==> config.mk <==
export PLATFORM = sky130hd
export DESIGN_NAME = cpu_bus_transaction_unit
export DESIGN_NICKNAME = d
export VERILOG_FILES = /design/src/core/bus_txn_pkg.sv /design/src/core/cpu_bus_transaction_unit.sv
export SDC_FILE = /design/constraint.sdc
export NUM_CORES = 1
export LEC_CHECK = 0
export BUFFER_PORTS_ARGS = -buffer_cell sky130_fd_sc_hd__buf_2
export CELL_PAD_IN_SITES_DETAIL_PLACEMENT = 1
export CELL_PAD_IN_SITES_GLOBAL_PLACEMENT = 1
export CORE_ASPECT_RATIO = 0.9
export CORE_MARGIN = 2
export CORE_UTILIZATION = 43
export DETAILED_ROUTE_END_ITERATION = 10
export PLACE_DENSITY_LB_ADDON = 0.1
export SLEW_MARGIN = 20
export SYNTH_ARGS = -nofsm -noshare
export SYNTH_HDL_FRONTEND = slang
export SYNTH_SLANG_ARGS = --single-unit
==> constraint.sdc <==
create_clock -name mclk -period 3.4 [get_ports mclk]
set_input_delay 0.17 -clock mclk [delete_from_list [all_inputs] [get_ports mclk]]
set_output_delay 0.17 -clock mclk [all_outputs]
set_load 0.05 [all_outputs]
==> src/core/bus_txn_pkg.sv <==
package bus_txn_pkg;

    // ---------------------------------------------------------------
    // Bus shape
    // ---------------------------------------------------------------
    localparam int DATA_W = 16;
    localparam int SEG_W  = 7;
    localparam int ROW_W  = 9;
    localparam int BUF_DEPTH = 2;

    // ---------------------------------------------------------------
    // Cycle counts
    // ---------------------------------------------------------------
    localparam logic [3:0] MEM_CYCLES = 4'h3;
    localparam logic [3:0] IO_CYCLES  = 4'h4;
    localparam logic [3:0] ACK_CYCLES = 4'h8;
    // Strobe-low cycles of the automatic ack waits; the fifth is the first sample cycle
    localparam logic [2:0] ACK_AUTO_LOW = 3'h4;

    // ---------------------------------------------------------------
    // Status codes
    // ---------------------------------------------------------------
    localparam logic [3:0] ST_INTERNAL  = 4'h0;
    localparam logic [3:0] ST_REFRESH   = 4'h1;
    localparam logic [3:0] ST_IO_STD    = 4'h2;
    localparam logic [3:0] ST_IO_SPC    = 4'h3;
    localparam logic [1:0] ST_ACK_HI    = 2'h1;
    localparam logic [3:0] ST_DATA      = 4'h8;
    localparam logic [3:0] ST_STACK     = 4'h9;
    localparam logic [3:0] ST_DATA_EPU  = 4'hA;
    localparam logic [3:0] ST_STACK_EPU = 4'hB;
    localparam logic [3:0] ST_PROG      = 4'hC;
    localparam logic [3:0] ST_PROG_1ST  = 4'hD;
    localparam logic [3:0] ST_EPU_XFER  = 4'hE;

    // Memory space field of the request code
    localparam logic [1:0] SPACE_DATA  = 2'h0;
    localparam logic [1:0] SPACE_STACK = 2'h1;

    // Read lane select
    localparam logic [1:0] LANE_WORD = 2'h0;
    localparam logic [1:0] LANE_LOW  = 2'h1;
    localparam logic [1:0] LANE_HIGH = 2'h2;

    localparam logic [15:0] AD_ZERO = 16'h0000;

    typedef enum logic [2:0] {
        KIND_MEM      = 3'b000,
        KIND_IO       = 3'b001,
        KIND_EPU      = 3'b010,
        KIND_ACK      = 3'b011,
        KIND_INTERNAL = 3'b100,
        KIND_REFRESH  = 3'b101
    } kind_t;

    typedef enum logic [2:0] {
        S_IDLE   = 3'b000,
        S_ADDR   = 3'b001,
        S_PRE    = 3'b010,
        S_AUTO   = 3'b011,
        S_SAMPLE = 3'b100,
        S_WAIT   = 3'b101,
        S_LAST   = 3'b110
    } state_t;

endpackage

==> src/core/cpu_bus_transaction_unit.sv <==
`timescale 1ns/1ns
// Summary of operation
// - Memory transaction lasts three cycles plus one per low wait sample.
// - Memory status codes data 1000/1010, stack 1001/1011, program 1100/1101.
// - Opening instruction word fetch drives status 1101.
// - Codes 1010/1011 mean a coprocessor sources or sinks the data.
// - Offset valid on bus at address strobe rise; segment lines change on the same edge as the offset.
// - Odd-address bytes on low lane, even-address bytes on high lane.
// - Byte writes replicated on both halves; byte reads use addressed lane.
// - Word memory transfers use all sixteen data bits.
// - I/O transactions last at least four cycles, stretched by wait.
// - I/O status 0010/0011, mode low, port address on bus.
// - I/O bytes on low lane standard, high lane special; words full width.
// - Coprocessor transfers: three cycles unless waited, no address, status 1110.
// - Coprocessor transfers are words, flags byte on low lane, mode passed.
// - Acknowledge lasts at least eight cycles with five automatic waits.
// - Acknowledge status 0100..0111, no address, mode low, read, word.
// - Acknowledge captures a 16-bit identifier just before strobe rises.
// - Acknowledge samples wait twice: before strobe fall and before data read.
// - Internal and refresh look like memory with data strobe held high.
// - Internal operation: zero address, read, size repeats previous.
// - Refresh may follow at once, puts 9-bit row low, repeats mode/dir/size.
// - Wait is ignored during internal and refresh transactions.
// - Wait sampled one cycle before data sample; each low sample adds a cycle.
module cpu_bus_transaction_unit
    import bus_txn_pkg::*;
(
    input  wire logic              mclk,
    input  wire logic              rst_n,
    input  wire logic              req_valid,
    output logic                   req_ready,
    input  wire kind_t             req_kind,
    input  wire logic [1:0]        req_code,
    input  wire logic              req_epu,
    input  wire logic              req_first_fetch,
    input  wire logic              req_read,
    input  wire logic              req_byte,
    input  wire logic              req_normal_mode,
    input  wire logic [DATA_W-1:0] req_addr,
    input  wire logic [SEG_W-1:0]  req_segment,
    input  wire logic [DATA_W-1:0] req_wdata,
    output logic                   rsp_valid,
    input  wire logic              rsp_ready,
    output logic [DATA_W-1:0]      rsp_data,
    output logic                   address_strobe_n,
    output logic                   data_strobe_n,
    output logic [3:0]             transaction_status,
    output logic                   normal_mode,
    output logic                   read_high,
    output logic                   byte_high,
    output logic [SEG_W-1:0]       segment_number_lines,
    output logic [DATA_W-1:0]      addr_data_out,
    output logic                   addr_data_oe,
    input  wire logic [DATA_W-1:0] addr_data_in,
    input  wire logic              wait_n
);

    function automatic logic [3:0] status_of(kind_t k, logic [1:0] c, logic extended_processing_unit, logic first);
        logic [3:0] s;
        s = ST_INTERNAL;
        unique case (k)
            KIND_MEM: begin
                if (c == SPACE_DATA) begin
                    s = extended_processing_unit ? ST_DATA_EPU : ST_DATA;
                end else if (c == SPACE_STACK) begin
                    s = extended_processing_unit ? ST_STACK_EPU : ST_STACK;
                end else begin
                    s = first ? ST_PROG_1ST : ST_PROG;
                end
            end
            KIND_IO:       s = c[0] ? ST_IO_SPC : ST_IO_STD;
            KIND_EPU:      s = ST_EPU_XFER;
            KIND_ACK:      s = {ST_ACK_HI, c};
            KIND_INTERNAL: s = ST_INTERNAL;
            KIND_REFRESH:  s = ST_REFRESH;
            default:       s = ST_INTERNAL;
        endcase
        return s;
    endfunction

    // ---------------------------------------------------------------
    // Pin synchronisers
    // ---------------------------------------------------------------
    logic              wait_s1_ff, wait_s2_ff;
    logic [DATA_W-1:0] din_s1_ff,  din_s2_ff;

    always_ff @(posedge mclk or negedge rst_n) begin
        if (!rst_n) begin
            wait_s1_ff <= 1'b1;
            wait_s2_ff <= 1'b1;
            din_s1_ff  <= AD_ZERO;
            din_s2_ff  <= AD_ZERO;
        end else begin
            wait_s1_ff <= wait_n;
            wait_s2_ff <= wait_s1_ff;
            din_s1_ff  <= addr_data_in;
            din_s2_ff  <= din_s1_ff;
        end
    end

    // ---------------------------------------------------------------
    // Sequencer
    // ---------------------------------------------------------------
    state_t            state_ff, nxt_state;
    kind_t             kind_ff, nxt_kind;
    logic [2:0]        cnt_ff, nxt_cnt;
    logic [3:0]        status_ff, nxt_status;
    logic              mode_ff, nxt_mode, read_ff, nxt_read, byte_ff, nxt_byte;
    logic              sinks_ff, nxt_sinks, drives_ff, nxt_drives, has_addr_ff, nxt_has_addr;
    logic [1:0]        lane_ff, nxt_lane;
    logic [SEG_W-1:0]  seg_ff, nxt_seg;
    logic [DATA_W-1:0] ad_ff, nxt_ad, wdata_ff, nxt_wdata;
    logic [ROW_W-1:0]  row_ff, nxt_row;
    logic [1:0]        pend_ff, nxt_pend;
    logic [1:0]        plane0_ff, plane1_ff, nxt_plane0, nxt_plane1;
    logic [1:0]        count_ff;
    logic              accept, waitable, wait_low, epu_coded, strobe_state;

    assign waitable     = (kind_ff != KIND_INTERNAL) && (kind_ff != KIND_REFRESH);
    assign wait_low     = waitable && !wait_s2_ff;
    assign epu_coded    = req_epu && (req_code[1] == 1'b0);
    assign strobe_state = (state_ff == S_AUTO) || (state_ff == S_SAMPLE)
                        || (state_ff == S_WAIT) || (state_ff == S_LAST);

    // A capturing read is only taken while its word has a buffer slot waiting
    always_comb begin
        logic [2:0] occ;
        logic       new_sinks;
        occ = {1'b0, count_ff} + {2'b00, pend_ff[0]} + {2'b00, pend_ff[1]}
            + {2'b00, (state_ff == S_LAST) && sinks_ff};
        new_sinks = (req_kind == KIND_ACK) || (req_read && ((req_kind == KIND_IO)
                  || (req_kind == KIND_EPU) || (req_kind == KIND_MEM && !epu_coded)));
        req_ready = ((state_ff == S_IDLE) || (state_ff == S_LAST))
                  && (!new_sinks || (occ < 3'(BUF_DEPTH)));
    end
    assign accept = req_valid && req_ready;

    always_comb begin
        nxt_state = state_ff;   nxt_kind = kind_ff;    nxt_cnt = cnt_ff;
        nxt_status = status_ff; nxt_mode = mode_ff;    nxt_read = read_ff;
        nxt_byte = byte_ff;     nxt_sinks = sinks_ff;  nxt_drives = drives_ff;
        nxt_has_addr = has_addr_ff;                    nxt_lane = lane_ff;
        nxt_seg = seg_ff;       nxt_ad = ad_ff;        nxt_wdata = wdata_ff;
        nxt_row = row_ff;
        nxt_pend = {pend_ff[0], (state_ff == S_LAST) && sinks_ff};
        nxt_plane0 = lane_ff;
        nxt_plane1 = plane0_ff;
        unique case (state_ff)
            S_IDLE:   ;
            S_ADDR: begin
                nxt_ad = wdata_ff;
                nxt_cnt = 3'h0;
                if (kind_ff == KIND_IO || kind_ff == KIND_ACK) begin
                    nxt_state = S_PRE;
                end else begin
                    nxt_state = S_SAMPLE;
                end
            end
            S_PRE: begin
                if (kind_ff == KIND_IO) begin
                    nxt_state = S_SAMPLE;
                end else if (!wait_low) begin
                    nxt_state = S_AUTO;
                end
            end
            S_AUTO: begin
                nxt_cnt = cnt_ff + 3'h1;
                if (cnt_ff == ACK_AUTO_LOW - 3'h1) begin
                    nxt_state = S_SAMPLE;
                end
            end
            S_SAMPLE, S_WAIT: nxt_state = wait_low ? S_WAIT : S_LAST;
            S_LAST:   nxt_state = S_IDLE;
            default:  nxt_state = S_IDLE;
        endcase
        if (accept) begin
            nxt_state  = S_ADDR;
            nxt_kind   = req_kind;
            nxt_status = status_of(req_kind, req_code, req_epu, req_first_fetch);
            nxt_seg    = (req_kind == KIND_MEM) ? req_segment : '0;
            nxt_ad     = req_addr;
            nxt_has_addr = (req_kind == KIND_MEM) || (req_kind == KIND_IO)
                         || (req_kind == KIND_REFRESH) || (req_kind == KIND_INTERNAL);
            nxt_wdata  = req_byte ? {req_wdata[7:0], req_wdata[7:0]} : req_wdata;
            nxt_sinks  = (req_kind == KIND_ACK) || (req_read && ((req_kind == KIND_IO)
                       || (req_kind == KIND_EPU) || (req_kind == KIND_MEM && !epu_coded)));
            nxt_drives = !req_read && ((req_kind == KIND_IO) || (req_kind == KIND_EPU)
                       || (req_kind == KIND_MEM && !epu_coded));
            if (!req_byte || req_kind == KIND_ACK) begin
                nxt_lane = LANE_WORD;
            end else if (req_kind == KIND_MEM) begin
                nxt_lane = req_addr[0] ? LANE_LOW : LANE_HIGH;
            end else if (req_kind == KIND_IO) begin
                nxt_lane = req_code[0] ? LANE_HIGH : LANE_LOW;
            end else begin
                nxt_lane = LANE_LOW;
            end
            unique case (req_kind)
                KIND_MEM, KIND_EPU: begin
                    nxt_mode = req_normal_mode;
                    nxt_read = req_read;
                    nxt_byte = req_byte;
                end
                KIND_IO: begin
                    nxt_mode = 1'b0;
                    nxt_read = req_read;
                    nxt_byte = req_byte;
                end
                KIND_ACK: begin
                    nxt_mode = 1'b0;
                    nxt_read = 1'b1;
                    nxt_byte = 1'b0;
                end
                KIND_INTERNAL: begin
                    nxt_mode = req_normal_mode;
                    nxt_read = 1'b1;
                    nxt_ad   = AD_ZERO;
                end
                KIND_REFRESH: begin
                    nxt_ad  = {{(DATA_W-ROW_W){1'b0}}, row_ff};
                    nxt_row = row_ff + 9'h001;
                end
                default: ;
            endcase
        end
    end

    always_ff @(posedge mclk or negedge rst_n) begin
        if (!rst_n) begin
            state_ff <= S_IDLE;       kind_ff <= KIND_INTERNAL; cnt_ff <= 3'h0;
            status_ff <= ST_INTERNAL; mode_ff <= 1'b0;          read_ff <= 1'b1;
            byte_ff <= 1'b0;          sinks_ff <= 1'b0;         drives_ff <= 1'b0;
            has_addr_ff <= 1'b0;      lane_ff <= LANE_WORD;     seg_ff <= '0;
            ad_ff <= AD_ZERO;         wdata_ff <= AD_ZERO;      row_ff <= '0;
            pend_ff <= 2'h0;          plane0_ff <= LANE_WORD;   plane1_ff <= LANE_WORD;
        end else begin
            state_ff <= nxt_state;    kind_ff <= nxt_kind;      cnt_ff <= nxt_cnt;
            status_ff <= nxt_status;  mode_ff <= nxt_mode;      read_ff <= nxt_read;
            byte_ff <= nxt_byte;      sinks_ff <= nxt_sinks;    drives_ff <= nxt_drives;
            has_addr_ff <= nxt_has_addr; lane_ff <= nxt_lane;   seg_ff <= nxt_seg;
            ad_ff <= nxt_ad;          wdata_ff <= nxt_wdata;    row_ff <= nxt_row;
            pend_ff <= nxt_pend;      plane0_ff <= nxt_plane0;  plane1_ff <= nxt_plane1;
        end
    end

    assign address_strobe_n     = (state_ff != S_ADDR);
    assign data_strobe_n        = !(strobe_state && waitable);
    assign transaction_status   = status_ff;
    assign normal_mode          = mode_ff;
    assign read_high            = read_ff;
    assign byte_high            = byte_ff;
    assign segment_number_lines = seg_ff;
    assign addr_data_out        = ad_ff;
    // Reads and coprocessor-coded transfers leave the lines to the far side
    assign addr_data_oe = ((state_ff == S_ADDR) && has_addr_ff)
                        || (strobe_state && drives_ff && waitable);

    // ---------------------------------------------------------------
    // Two-entry response buffer
    // ---------------------------------------------------------------
    logic [DATA_W-1:0] buf_ff [BUF_DEPTH], nxt_buf [BUF_DEPTH];
    logic              wr_ptr_ff, nxt_wr_ptr, rd_ptr_ff, nxt_rd_ptr;
    logic [1:0]        nxt_count;
    logic [DATA_W-1:0] captured;
    logic              push, pop;

    always_comb begin
        unique case (plane1_ff)
            LANE_LOW:  captured = {8'h00, din_s2_ff[7:0]};
            LANE_HIGH: captured = {8'h00, din_s2_ff[15:8]};
            default:   captured = din_s2_ff;
        endcase
    end

    assign push      = pend_ff[1];
    assign pop       = rsp_valid && rsp_ready;
    assign rsp_valid = (count_ff != 2'h0);
    assign rsp_data  = buf_ff[rd_ptr_ff];

    always_comb begin
        nxt_buf    = buf_ff;
        nxt_wr_ptr = wr_ptr_ff;
        nxt_rd_ptr = rd_ptr_ff;
        nxt_count  = count_ff;
        if (push) begin
            nxt_buf[wr_ptr_ff] = captured;
            nxt_wr_ptr = !wr_ptr_ff;
        end
        if (pop) begin
            nxt_rd_ptr = !rd_ptr_ff;
        end
        nxt_count = count_ff + {1'b0, push} - {1'b0, pop};
    end

    always_ff @(posedge mclk or negedge rst_n) begin
        if (!rst_n) begin
            for (int i = 0; i < BUF_DEPTH; i++) begin
                buf_ff[i] <= AD_ZERO;
            end
            wr_ptr_ff <= 1'b0;
            rd_ptr_ff <= 1'b0;
            count_ff  <= 2'h0;
        end else begin
            buf_ff    <= nxt_buf;
            wr_ptr_ff <= nxt_wr_ptr;
            rd_ptr_ff <= nxt_rd_ptr;
            count_ff  <= nxt_count;
        end
    end

    // ---------------------------------------------------------------
    // Checks
    // ---------------------------------------------------------------
    logic [3:0] len_ff, waits_ff;

    always_ff @(posedge mclk or negedge rst_n) begin
        if (!rst_n) begin
            len_ff   <= 4'h0;
            waits_ff <= 4'h0;
        end else if (state_ff == S_ADDR) begin
            len_ff   <= 4'h2;
            waits_ff <= 4'h0;
        end else if (state_ff != S_IDLE) begin
            len_ff   <= len_ff + 4'h1;
            waits_ff <= waits_ff + {3'h0, (state_ff == S_WAIT)
                      || (state_ff == S_PRE && kind_ff == KIND_ACK && nxt_state == S_PRE)};
        end
    end

    mem_length_a: assert property (@(posedge mclk) disable iff (!rst_n)
        (state_ff == S_LAST && (kind_ff == KIND_MEM || kind_ff == KIND_EPU))
        |-> len_ff == MEM_CYCLES + waits_ff) else $error("memory length wrong");
    io_length_a: assert property (@(posedge mclk) disable iff (!rst_n)
        (state_ff == S_LAST && kind_ff == KIND_IO) |-> len_ff == IO_CYCLES + waits_ff)
        else $error("io length wrong");
    ack_length_a: assert property (@(posedge mclk) disable iff (!rst_n)
        (state_ff == S_LAST && kind_ff == KIND_ACK) |-> len_ff == ACK_CYCLES + waits_ff)
        else $error("ack length wrong");
    first_fetch_a: assert property (@(posedge mclk) disable iff (!rst_n)
        (accept && req_kind == KIND_MEM && req_code[1] && req_first_fetch)
        |=> transaction_status == ST_PROG_1ST && !address_strobe_n)
        else $error("first fetch code wrong");
    io_mode_low_a: assert property (@(posedge mclk) disable iff (!rst_n)
        (accept && req_kind == KIND_IO) |=> !normal_mode [*3])
        else $error("io mode not system");
    byte_replicate_a: assert property (@(posedge mclk) disable iff (!rst_n)
        (addr_data_oe && !data_strobe_n && byte_high)
        |-> addr_data_out[15:8] == addr_data_out[7:0]) else $error("byte not replicated");
    no_data_strobe_a: assert property (@(posedge mclk) disable iff (!rst_n)
        (accept && (req_kind == KIND_INTERNAL || req_kind == KIND_REFRESH))
        |=> data_strobe_n [*3] ##1 state_ff != S_WAIT) else $error("strobe in idle cycle");
    refresh_row_a: assert property (@(posedge mclk) disable iff (!rst_n)
        (accept && req_kind == KIND_REFRESH) |=> addr_data_oe
        && addr_data_out == {7'h00, $past(row_ff)} && read_high == $past(read_ff))
        else $error("refresh row or repeat wrong");
    epu_no_addr_a: assert property (@(posedge mclk) disable iff (!rst_n)
        (state_ff == S_ADDR && (kind_ff == KIND_EPU || kind_ff == KIND_ACK))
        |-> !addr_data_oe) else $error("address driven without one");
    epu_float_a: assert property (@(posedge mclk) disable iff (!rst_n)
        (!data_strobe_n && (transaction_status == ST_DATA_EPU
        || transaction_status == ST_STACK_EPU)) |-> !addr_data_oe)
        else $error("bus not floated for coprocessor data");
    ack_capture_a: assert property (@(posedge mclk) disable iff (!rst_n)
        (state_ff == S_LAST && kind_ff == KIND_ACK) |-> ##2 push)
        else $error("identifier not captured");
    wait_ignored_a: assert property (@(posedge mclk) disable iff (!rst_n)
        (state_ff == S_LAST && !waitable) |-> waits_ff == 4'h0)
        else $error("wait obeyed in no-data transaction");

endmodule

* Yosys cells after proc, flatten, opt, wreduce, memory -nomap -nowiden *
Index checks and enable logic that the tools add are counted.
W data, S select, Z words.

word-level totals
  output and inout bits = 51
  bits of input ports = 70
  logic and storage cells = 155
  register bits = 145

operators by class
  $lt $le $gt $ge = 4
  add/subtract/negate cells = 7
  bitwise logic cells = 3
  muxes and demuxes = 35
  reductions and logical operators = 56
  eq/ne operators = 23

operators by type and width
  cell                   count
  $mux W16               7
  $pmux W16 S2           2
  $bwmux W32             1
  $mux W3                7
  $pmux W4 S5            1
  $eq A3 B2 Y1 const B   6
  $demux W16 S1          1
  $mux W2                8
  $eq A3 B3 Y1 const B   5
  $logic_and A1 B1 Y1    15
  $pmux W3 S5            1
  $logic_or A1 B1 Y1     14
  $reduce_bool A2 Y1     6
  $add A9 B1 Y9 const B  1
  $eq A3 B1 Y1 const B   3
  $logic_not A1 Y1       8
  $reduce_and A2 Y1      4
  $mux W7                1
  $add A3 B1 Y3          2
  $logic_not A3 Y1       2
  $ne A3 B3 Y1 const B   2
  $pmux W1 S2            3
  $pmux W3 S2            1
  $reduce_or A2 Y1       3
  other kinds (19)       24

* Longest topological paths before layout *
Gate-level depths: netlist of run 1.

  depth after elaboration = 13
  mapped depth = 11
  mapped depth without buffers = 9

* Least setup slack after synthesis of run 1 *
No wires, ideal clock.

  path type = register to output
  start = register state_ff[0]
  end = output addr_data_oe
  buffers on the path = 1
  slack = 0.465 ns
  stages on the path, launching flop included = 6
  arrival time = 2.765 ns
  data required time = 3.230 ns
  path through = dfrtp_1 > clkbuf_1 > nand2_1 > xnor2_1 > o21ai_0 > o21ai_0

between the ends
  longest elaborated chain between the ends = 7
  elaborated cells on any way between the ends = 12
  those cells by class = eq/ne (5); reduce/logical (7)

ends and longest elaborated chain
  what                                          RTL line                         source
  from (decl)                                   cpu_bus_transaction_unit.sv:104  state_t state_ff, nxt_state;
  from (signal assigned)                        cpu_bus_transaction_unit.sv:237  state_ff <= nxt_state; kind_ff <= nxt_kind; cnt_ff <= nxt_cnt;
  $eq A3 B2 Y1 or $eq A3 B3 Y1 (tied branches)  cpu_bus_transaction_unit.sv:122  assign strobe_state = (state_ff == S_AUTO) || (state_ff == S_SAMPLE)
  $logic_or A1 B1 Y1                            cpu_bus_transaction_unit.sv:122
  $logic_or A1 B1 Y1 (2 in a row)               cpu_bus_transaction_unit.sv:123  || (state_ff == S_WAIT) || (state_ff == S_LAST);
  $logic_and A1 B1 Y1 (2 in a row)              cpu_bus_transaction_unit.sv:256  || (strobe_state && drives_ff && waitable);
  $logic_or A1 B1 Y1 (*)                        cpu_bus_transaction_unit.sv:256
  to (decl)                                     cpu_bus_transaction_unit.sv:53   output logic addr_data_oe,

Every way passes the cells marked *; elsewhere a longest branch is shown, timed or not.

* Final worst setup path of run 1 *
  start = register pend_ff[1]
  end = register seg_ff[4], in the netlist segment_number_lines[4]

between the ends
  longest elaborated chain between the ends = 6

ends and longest elaborated chain
  what                    RTL line                         source
  from (decl)             cpu_bus_transaction_unit.sv:114  logic [1:0] pend_ff, nxt_pend;
  from (signal assigned)  cpu_bus_transaction_unit.sv:242  pend_ff <= nxt_pend; plane0_ff <= nxt_plane0; plane1_ff <= nxt_plane1;
  $add A3 B1 Y3           cpu_bus_transaction_unit.sv:129  occ = {1'b0, count_ff} + {2'b00, pend_ff[0]} + {2'b00, pend_ff[1]}
  $add A3 B1 Y3           cpu_bus_transaction_unit.sv:130  + {2'b00, (state_ff == S_LAST) && sinks_ff};
  $lt A3 B2 Y1            cpu_bus_transaction_unit.sv:134  && (!new_sinks || (occ < 3'(BUF_DEPTH)));
  $logic_or A1 B1 Y1      cpu_bus_transaction_unit.sv:134
  $logic_and A1 B1 Y1     cpu_bus_transaction_unit.sv:134
  $logic_and A1 B1 Y1     cpu_bus_transaction_unit.sv:136  assign accept = req_valid && req_ready;
  to (signal assigned)    cpu_bus_transaction_unit.sv:240  has_addr_ff <= nxt_has_addr; lane_ff <= nxt_lane; seg_ff <= nxt_seg;
  to (decl)               cpu_bus_transaction_unit.sv:111  logic [SEG_W-1:0] seg_ff, nxt_seg;

Every way passes these cells.
A chain may end at the register's enable or synchronous reset.

==> impl_metrics.tcl, run 1 <==
set metrics [dict create \
    post-cts-setup-buffers 0 \
    die-area_um2 15300 \
    synthArstFlopShare 1.00 \
    fin_crit_ps 3120 \
    min_path_cells 3 \
    area_delta_synth_final_pct 28.5 \
    avgSynthCellArea_um2 10.8 \
    fin_area_um2 7920 \
    place_area_um2 6910 \
    grt_pass1_wl_um 26800 \
    overflow 0 \
    core-area_um2 14000 \
    hpwl_um 10800 \
    worst-path-max-fanout 31 \
    worst_pin_slew_ps 1020 \
    ios 121 \
    synth_edf_count 0 \
    cts.sinks 145 \
    cp.arrival_ps 3470 \
    htree_levels 4 \
    start_util 0.440 \
    drv_cap 0 \
    die_h_um 118 \
    critPathLaunchType "register" \
    min_path_type "input pin to register" \
    reg2reg_depth 10 \
    grt_pass1_vias 5299 \
    antenna_cells 0 \
    layout.nets 802 \
    synth_seq_cells 145 \
    critPathKind "register to register" \
    setup_violations 0 \
    wl_um 16300 \
    irDropWorstVdd_v 0.000554 \
    grt_max_degree 116 \
    vias 4800 \
    yosys-top-cells-area "dfrtp_1 57%, nand2_1 7.7%, o21ai_0 4.5%" \
    num_rows 41 \
    outcome "complete, no violations" \
    grt_usage 0.226 \
    yosysTopAreaCellShare 0.573 \
    end_kind "register" \
    antenna_found_initial 0 \
    max_freq_mhz 320 \
    cts-root-buf "clkbuf_16" \
    worstPathRequired_ps 3750 \
    fillers 1543 \
    cts_tree "done" \
    hold_viol 0 \
    fin_crit_sh 0.918 \
    ant_nets 0 \
    powerDensity_nw_per_um2 943 \
    first_pass_iters 4 \
    die_w_um 130 \
    ys_seq_area_frac 0.590 \
    synth_flop_cell "dfrtp_1" \
    vias_per_cell 5.18 \
    finalClockSkew_ps 8.78 \
    insertion_delay_ps 420 \
    clock_path_buffers 2 \
    yosys_warnings 0 \
    gp_congestion 0.808 \
    drtIter0Drc 218 \
    grt_setup_unrepaired "no" \
    seq_area_um2 3630 \
    slew_headroom 0.317 \
    ys_types 53 \
    slew_violations 0 \
    leakage_nw 3.87 \
    drc 0 \
    routedWlPerCell_um 17.6 \
    fin_tns_setup_ps 0 \
    syn-cell-area_um2 6160 \
    port_buffers 120 \
    synth_largest_area_cell "dfrtp_1" \
    multi_input_area_um2 2300 \
    numCtsBuffers 17 \
    postSynthCellCount 572 \
    synth_nets 651 \
    drive_above_1_share 0.271 \
    cts.clk_slew.worst_paths_ps 60 \
]
==> through the flow <==
step,total power [mW],std cells,setup slack (ps),hold WS [ps],utilization
after floorplan,4.69,572,465,-126,-
after global placement,5.32,859,412,277,0.493
after detailed placement,5.46,859,305,278,0.493
after CTS,7.51,927,304,3.56,0.565
after global routing,7.88,927,98.8,20.3,0.565
final,7.46,927,279,6.23,0.565
==> where the power goes <==
part | switching, mW | internal [mW]
logic | 1.97 | 0.862
registers | 0.394 | 2.25
clock network | 0.696 | 1.29
total | 3.06 | 4.40
==> what timing repair did <==
| action | CTS | global route |
|---|---|---|
| hold endpoints to repair | 146 | 0 |
| hold buffers | 38 | 0 |
| resized for setup | 0 | 0 |
==> metal layers <==
| metal | up-vias | track usage | wire length (µm) |
|---|---|---|---|
| li1 | 2253 | - | - |
| met1 | 2415 | 0.295 | 7170 |
| met2 | 112 | 0.380 | 8250 |
| met3 | 20 | 0.0486 | 659 |
| met4 | 0 | 0.0632 | 210 |
| met5 | - | 0 | 0 |
==> synthesized netlist by cell type (all sizes together), types with 2 or more instances <==
cell	number
a21oi	24
ha	7
inv	13
nand3	17
nor3	8
a221o	4
a22oi	8
o21ai	56
nand2b	8
xnor2	8
a211oi	12
xor2	5
nor3b	2
o41ai	2
nor2	14
nand2	127
nand4	2
dfstp	4
nor2b	16
dfrtp	141
fa	2
or2	2
o31ai	4
buf	15
clkbuf	22
mux2i	12
and3	6
and2	3
mux2	17
==> layout make-up <==
| type | count | share of cell area |
|---|---|---|
| flip-flops and latches | 145 | 0.459 |
| multi-input cells | 377 | 0.290 |
| repair buffers | 169 | 0.135 |
| clock buffers | 19 | 0.0547 |
| well taps | 193 | 0.0305 |
| clock inverters | 11 | 0.0239 |
| inverters | 13 | 0.00616 |
==> worst max-delay path: stages (launching register included) <==
cell	delay (ps)
dfrtp_1	430
inv_1	90
fa_1	470
nor2b_1	150
fa_1	430
nor2_1	130
a2111o_1	160
and2_2	620
buf_4	340
nand3_1	100
nand2_1	120
==> cells in the final DEF (no fill, tap or decap), types with 3 or more instances in the layout <==
cell type	synthesis	layout
a211oi_1	12	12
a21oi_1	23	23
a221o_1	4	4
a22oi_1	8	8
and3_1	6	6
buf_2	9	119
buf_4	3	11
bufinv_16	0	5
clkbuf_16	0	17
clkinv_2	0	3
dfrtp_1	141	141
dfstp_2	4	4
dlygate4sd3_1	0	38
ha_1	7	7
inv_1	13	13
mux2_2	16	16
mux2i_1	12	12
nand2_1	126	126
nand2b_1	8	7
nand3_1	14	14
nor2_1	13	12
nor2b_1	15	15
nor3_1	7	7
o21ai_0	56	56
o31ai_1	4	4
xnor2_1	7	7
xor2_1	5	5
==> final timing paths <==
check | slack, ps | start | to
min in group asynchronous | 470 | rst_n | wdata_ff[10]
max in group asynchronous | 2080 | rst_n | buf_ff[26]
hold / removal | 6 | req_wdata[7] | wdata_ff[7]
setup / recovery | 280 | pend_ff[1] | segment_number_lines[4]
setup reg to reg | 280 | pend_ff[1] | segment_number_lines[4]
hold reg to reg | 350 | din_s1_ff[8] | din_s2_ff[8]
==> cells by family after synthesis <==
group	count (synthesis)	synth area share
and+or+nand+nor	209	0.164
DFF	145	0.590
AOI/OAI and AO/OA	117	0.116
buffers and inverters	50	0.0384
muxes	29	0.0512
xor gates and xnor gates	13	0.0197
adders and majority gates	9	0.0207
==> state kept, by name (all words and copies together), names as in the netlist, 4 cells and up <==
signal / cells
addr_data_out: 16
buf_ff: 32
din_s1_ff: 16
din_s2_ff: 16
row_ff: 9
segment_number_lines: 7
transaction_status: 4
wdata_ff: 16
Note: power is estimated with default switching activity, not from simulation.
==> inputs of run 2 (changes only) <==
--- a/config.mk
+++ b/config.mk
@@ -10,8 +10,11 @@
 export CELL_PAD_IN_SITES_GLOBAL_PLACEMENT = 1
 export CORE_ASPECT_RATIO = 0.9
 export CORE_MARGIN = 2
-export CORE_UTILIZATION = 43
+export CORE_UTILIZATION = 44
+export CTS_BUF_LIST = sky130_fd_sc_hd__clkbuf_8
 export DETAILED_ROUTE_END_ITERATION = 10
+export GPL_ROUTABILITY_DRIVEN = 0
+export GPL_TIMING_DRIVEN = 0
 export PLACE_DENSITY_LB_ADDON = 0.1
 export SLEW_MARGIN = 20
 export SYNTH_ARGS = -nofsm -noshare
==> run 2 against run 1 <==
  * Non-clock buffer count is 36 higher
  * Combinational power grew 6%
  * Utilization grew 0.19 points
  * Maximum frequency down 1.5%
  * Die area fell by 2.2%
  * Largest power group unchanged
  * Via count up 2.1%
  * Sequential power decreased by 3%
  * Clock power decreased by 37%
  * Total power fell by 8.6%
  * Register-to-register slack lost 50 ps
  * Sequential cell count unchanged
  * Worst setup slack worse by 48 ps
==> impl_metrics.tcl, run 2 (synthesis results as in run 1) <==
set metrics [dict create \
    outcome "complete, no violations" \
    finalClockSkew_ps 14.8 \
    slew_headroom 0.347 \
    fin_crit_ps 3170 \
    end_kind "register" \
    max_freq_mhz 316 \
    core-area_um2 13900 \
    port_buffers 118 \
    insertion_delay_ps 460 \
    cts_tree "done" \
    cts.sinks 145 \
    layout.cells.most_common "dfrtp_1" \
    reg2reg_depth 10 \
    worst_pin_slew_ps 971 \
    place_area_um2 7010 \
    cp-startpoint "state_ff[0]" \
    cts_resized 0 \
    fin_tns_setup_ps 0 \
    num_rows 41 \
    largest_reg_flops 32 \
    clock_path_buffers 2 \
    fin_crit_sh 0.932 \
    met2_usage 0.410 \
    irDropWorstVdd_v 0.000433 \
    worst-path-max-fanout 10 \
    cp.arrival_ps 3490 \
    gr-usage-met3 0.0545 \
    layout.nets 838 \
    numCtsBuffers 17 \
    drive_above_1_share 0.263 \
    routedWlPerCell_um 18.3 \
    min_path_type "input pin to register" \
    overflow 0 \
    drv_cap 0 \
    area_delta_synth_final_pct 27.5 \
    grt_usage 0.242 \
    die_w_um 129 \
    wl_um 17300 \
    ant_nets 0 \
    grt_pass1_wl_um 27400 \
    cts-root-buf "clkbuf_8" \
    setup_violations 0 \
    die_h_um 116 \
    powerDensity_nw_per_um2 869 \
    start_util 0.445 \
    cts.clk_slew.worst_paths_ps 80 \
    antenna_found_initial 0 \
    worstPathRequired_ps 3720 \
    r2r-end "state_ff[0]" \
    setup_ws_ps 231 \
    ios 121 \
    vias_per_cell 5.19 \
    regToRegStartpoint "state_ff[0]" \
    critPathKind "register to register" \
    htree_levels 4 \
    vias 4902 \
    finalPower_mw 6.82 \
    grt_setup_unrepaired "no" \
    hpwl_um 11700 \
    final_cell_mix "141 x dfrtp_1, 126 x buf_2, 126 x nand2_1" \
    grt_max_degree 102 \
    post-cts-setup-buffers 0 \
    antenna_cells 0 \
    pre_cts_slack_ps 263 \
    postCtsHoldBufs 49 \
    fin_area_um2 7860 \
    drc 0 \
    first_pass_iters 4 \
    fillers 1573 \
    slew_violations 0 \
    drtIter0Drc 198 \
    r2r_slack_ps 230 \
    regMostFlops "buf_ff" \
    critPathLaunchType "register" \
    hold_viol 0 \
    gr-max-usage-layer "met2" \
    grt_pass1_vias 5309 \
    use_met1 0.321 \
    die-area_um2 15000 \
    leakage_nw 3.84 \
    endpoint "state_ff[0]" \
    fin_util 0.567 \
]
run 2: critical path, stage by stage (launching register included):
cell	delay, ps
dfrtp_1	420
clkbuf_1	340
and4b_1	260
nor2b_1	150
fa_1	490
nor2_1	60
a2111o_1	430
nand2_2	160
buf_2	280
buf_2	320
nand3_1	120
run 2: how the worst min path moves through the flow:
stage / from / to / slack, ps / cells after the start
6_report: req_addr[0] / addr_data_out[0] / 30 / 3
5_1_grt: req_addr[3] / addr_data_out[3] / 20 / 3
4_1_cts: req_addr[0] / addr_data_out[0] / 7 / 3
3_5_place_dp: rst_n / cnt_ff[1] / 80 / 1
3_3_place_gp: addr_data_in[2] / din_s1_ff[2] / 280 / 1
2_1_floorplan: rst_n / addr_data_out[0] / -130 / 0
run 2: routing by layer:
layer | up-vias | share of wire
met3 | 14 | 0.041
met5 | - | 0
met2 | 106 | 0.49
li1 | 2314 | -
met1 | 2468 | 0.46
met4 | 0 | 0.010
run 2: area by class of cell:
type / instances / area (µm²) / share of cell area
repair buffers: 168 / 1120 / 0.142
plain buffers: 37 / 188 / 0.0239
inverters: 13 / 48.8 / 0.00621
flip-flops and latches: 145 / 3630 / 0.462
multi-input cells: 377 / 2290 / 0.292
clock buffers: 17 / 234 / 0.0298
clock inverters: 15 / 126 / 0.0161
well taps: 172 / 215 / 0.0274
run 2: where the power goes:
| group | internal (mW) | switching (mW) |
|---|---|---|
| registers | 2.24 | 0.326 |
| logic | 0.903 | 2.10 |
| clock network | 0.524 | 0.729 |
run 2: metrics by stage:
| stage | hold slack [ps] | cells |
|---|---|---|
| after floorplan | -126 | 572 |
| after global placement | 278 | 862 |
| after detailed placement | 84.1 | 863 |
| after CTS | 6.89 | 944 |
| after global routing | 22.3 | 944 |
| final | 28.4 | 944 |
==> inputs of run 3 (changes only) <==
--- a/config.mk
+++ b/config.mk
@@ -10,13 +10,15 @@
 export CELL_PAD_IN_SITES_GLOBAL_PLACEMENT = 1
 export CORE_ASPECT_RATIO = 0.9
 export CORE_MARGIN = 2
-export CORE_UTILIZATION = 44
+export CORE_UTILIZATION = 48
 export CTS_BUF_LIST = sky130_fd_sc_hd__clkbuf_8
 export DETAILED_ROUTE_END_ITERATION = 10
 export GPL_ROUTABILITY_DRIVEN = 0
 export GPL_TIMING_DRIVEN = 0
 export PLACE_DENSITY_LB_ADDON = 0.1
+export SETUP_SLACK_MARGIN = 0.15
 export SLEW_MARGIN = 20
 export SYNTH_ARGS = -nofsm -noshare
 export SYNTH_HDL_FRONTEND = slang
 export SYNTH_SLANG_ARGS = --single-unit
+export TNS_END_PERCENT = 100
==> constraint.sdc (replaced) <==
create_clock -name mclk -period 4 [get_ports mclk]
set_input_delay 0.2 -clock mclk [delete_from_list [all_inputs] [get_ports mclk]]
set_output_delay 0.2 -clock mclk [all_outputs]
set_load 0.05 [all_outputs]
==> run 3 against run 2 <==
  * Global-route usage is 3.5 points higher
  * Worst setup slack better by 500 ps
  * Total power fell by 14%
  * Clock-buffer cell count up 3
  * Clock power fell by 8%
  * Via count rose by 3.1%
  * Largest cell class unchanged
  * Highest routed layer unchanged
==> impl_metrics.tcl, run 3 (synthesis results as in run 1) <==
set metrics [dict create \
    regMostFlops "buf_ff" \
    regToRegStartpoint "state_ff[0]" \
    max_freq_mhz 306 \
    final_cell_mix "141 x dfrtp_1, 126 x buf_2, 126 x nand2_1" \
    cts.clk_slew.worst_paths_ps 80 \
    fin_crit_ps 3270 \
    drtIter0Drc 334 \
    routedWlPerCell_um 19.3 \
    layout.nets 829 \
    leakage_nw 3.83 \
    max_stage_delay_ps 490 \
    antenna_cells 0 \
    grt_usage 0.277 \
    ios 121 \
    vias_per_cell 5.46 \
    htree_levels 4 \
    cp-startpoint "state_ff[0]" \
    r2r-end "addr_data_out[6]" \
    wl_um 17800 \
    area_delta_synth_final_pct 26.4 \
    finalClockSkew_ps 10.9 \
    drive_above_1_share 0.262 \
    powerDensity_nw_per_um2 758 \
    grt_setup_unrepaired "no" \
    cp_cell_sequence "clkbuf_1, and4b_1, nor2b_1, fa_1, nor2_1, a2111o_1, nand2_2, buf_2, buf_2, a21oi_1" \
    fin_tns_setup_ps 0 \
    die-area_um2 13800 \
    largest_reg_flops 32 \
    cts_resized 0 \
    worst_pin_slew_ps 990 \
    worstPathRequired_ps 4300 \
    fin_crit_sh 0.816 \
    cp.arrival_ps 3570 \
    reg2reg_depth 10 \
    insertion_delay_ps 440 \
    slew_violations 0 \
    core-area_um2 12600 \
    setup_violations 0 \
    grt_pass1_wl_um 28700 \
    critPathKind "register to register" \
    numCtsBuffers 17 \
    cp_slowest_cell "fa_1" \
    min_path_type "input pin to register" \
    grt_pass1_vias 5499 \
    critPathLaunchType "register" \
    slew_headroom 0.335 \
    hold_viol 0 \
    endpoint "addr_data_out[6]" \
    first_pass_iters 5 \
    setup_ws_ps 735 \
    die_h_um 111 \
    drv_cap 0 \
    start_util 0.489 \
    ant_nets 0 \
    cts-root-buf "clkbuf_8" \
    cts.sinks 145 \
    end_kind "register" \
    die_w_um 123 \
    outcome "complete, no violations" \
    worst-path-max-fanout 10 \
    hpwl_um 11700 \
    clock_path_buffers 2 \
    pre_cts_slack_ps 806 \
    grt_max_degree 102 \
    drc 0 \
    num_rows 39 \
    irDropWorstVdd_v 0.000506 \
    post-cts-setup-buffers 0 \
    overflow 0 \
    antenna_found_initial 0 \
    cts_tree "done" \
    port_buffers 118 \
    r2r_slack_ps 730 \
    vias 5053 \
    layout.cells.most_common "dfrtp_1" \
    cpMostUsedCell "buf_2" \
]
[run 3: changes by cell type in the layout (fill, tap and decap cells not counted)]
| cell | previous run | this run |
|---|---|---|
| clkinv_4 | 5 | 2 |
| bufinv_16 | 0 | 2 |
| clkinv_2 | 2 | 3 |
| dlygate4sd3_1 | 49 | 40 |
| clkbuf_8 | 17 | 20 |
| inv_6 | 4 | 0 |
| inv_1 | 13 | 15 |
| inv_8 | 2 | 0 |
[run 3: how the worst min path moves through the flow]
stage,start,endpoint,depth (start not counted)
final,req_normal_mode,normal_mode,2
after global routing,req_normal_mode,normal_mode,2
after CTS,req_normal_mode,normal_mode,2
after detailed placement,rst_n,cnt_ff[0],1
after global placement,wait_n,wait_s1_ff,1
after floorplan,rst_n,addr_data_out[0],0
[run 3: worst max-delay path: cells and delay by family, from the launching register on]
family                   cells  cell delay (ps)
buffers and inverters        3              980
AO/OA/AOI/OAI                2              580
flip-flops                   1              440
AND/OR/NAND/NOR              4              640
adder cells (fa/ha/maj)      1              490
[run 3: stage by stage]
| step | util | hold slack [ps] | total power [mW] | std cells | cell area (µm²) |
|---|---|---|---|---|---|
| floorplan | - | -95.6 | 3.99 | 572 | 6160 |
| global placement | 0.553 | 307 | 4.60 | 854 | 6960 |
| detailed placement | 0.556 | 121 | 4.72 | 855 | 7000 |
| CTS | 0.618 | 20.5 | 5.91 | 926 | 7790 |
| global route | 0.618 | 18.5 | 6.24 | 926 | 7790 |
| finish | 0.618 | 32.8 | 5.90 | 926 | 7790 |
[run 3: what timing repair did]
action | CTS | global route
hold buffers | 40 | 0
endpoints found under the setup margin | 0 | 0
endpoints found under the hold margin | 83 | 0
[run 3: power breakdown]
group	internal (mW)	total, mW	switching, mW	leakage (nW)
Combinational	0.760	2.56	1.80	1.79
Clock	0.595	1.15	0.551	0.203
Sequential	1.91	2.19	0.283	1.83
Total	3.26	5.90	2.64	3.83
[run 3: layout make-up]
| type | instances | area (µm²) |
|---|---|---|
| fillers | 1411 | 4800 |
| multi-input cells | 377 | 2290 |
| clock buffers | 20 | 275 |
| repair buffers | 159 | 1030 |
| clock inverters | 11 | 115 |
| flip-flops and latches | 145 | 3630 |
| well taps | 164 | 205 |
| plain buffers | 37 | 188 |
| inverters | 13 | 48.8 |
[run 3: metal layers]
metal  routed length [µm]  GRT usage  vias to the layer above
met5                    0          0                        -
met4                  466     0.0864                        0
met3                  777     0.0733                       32
met2                 8860      0.443                      148
met1                 7740      0.369                     2582
li1                     -          -                     2291
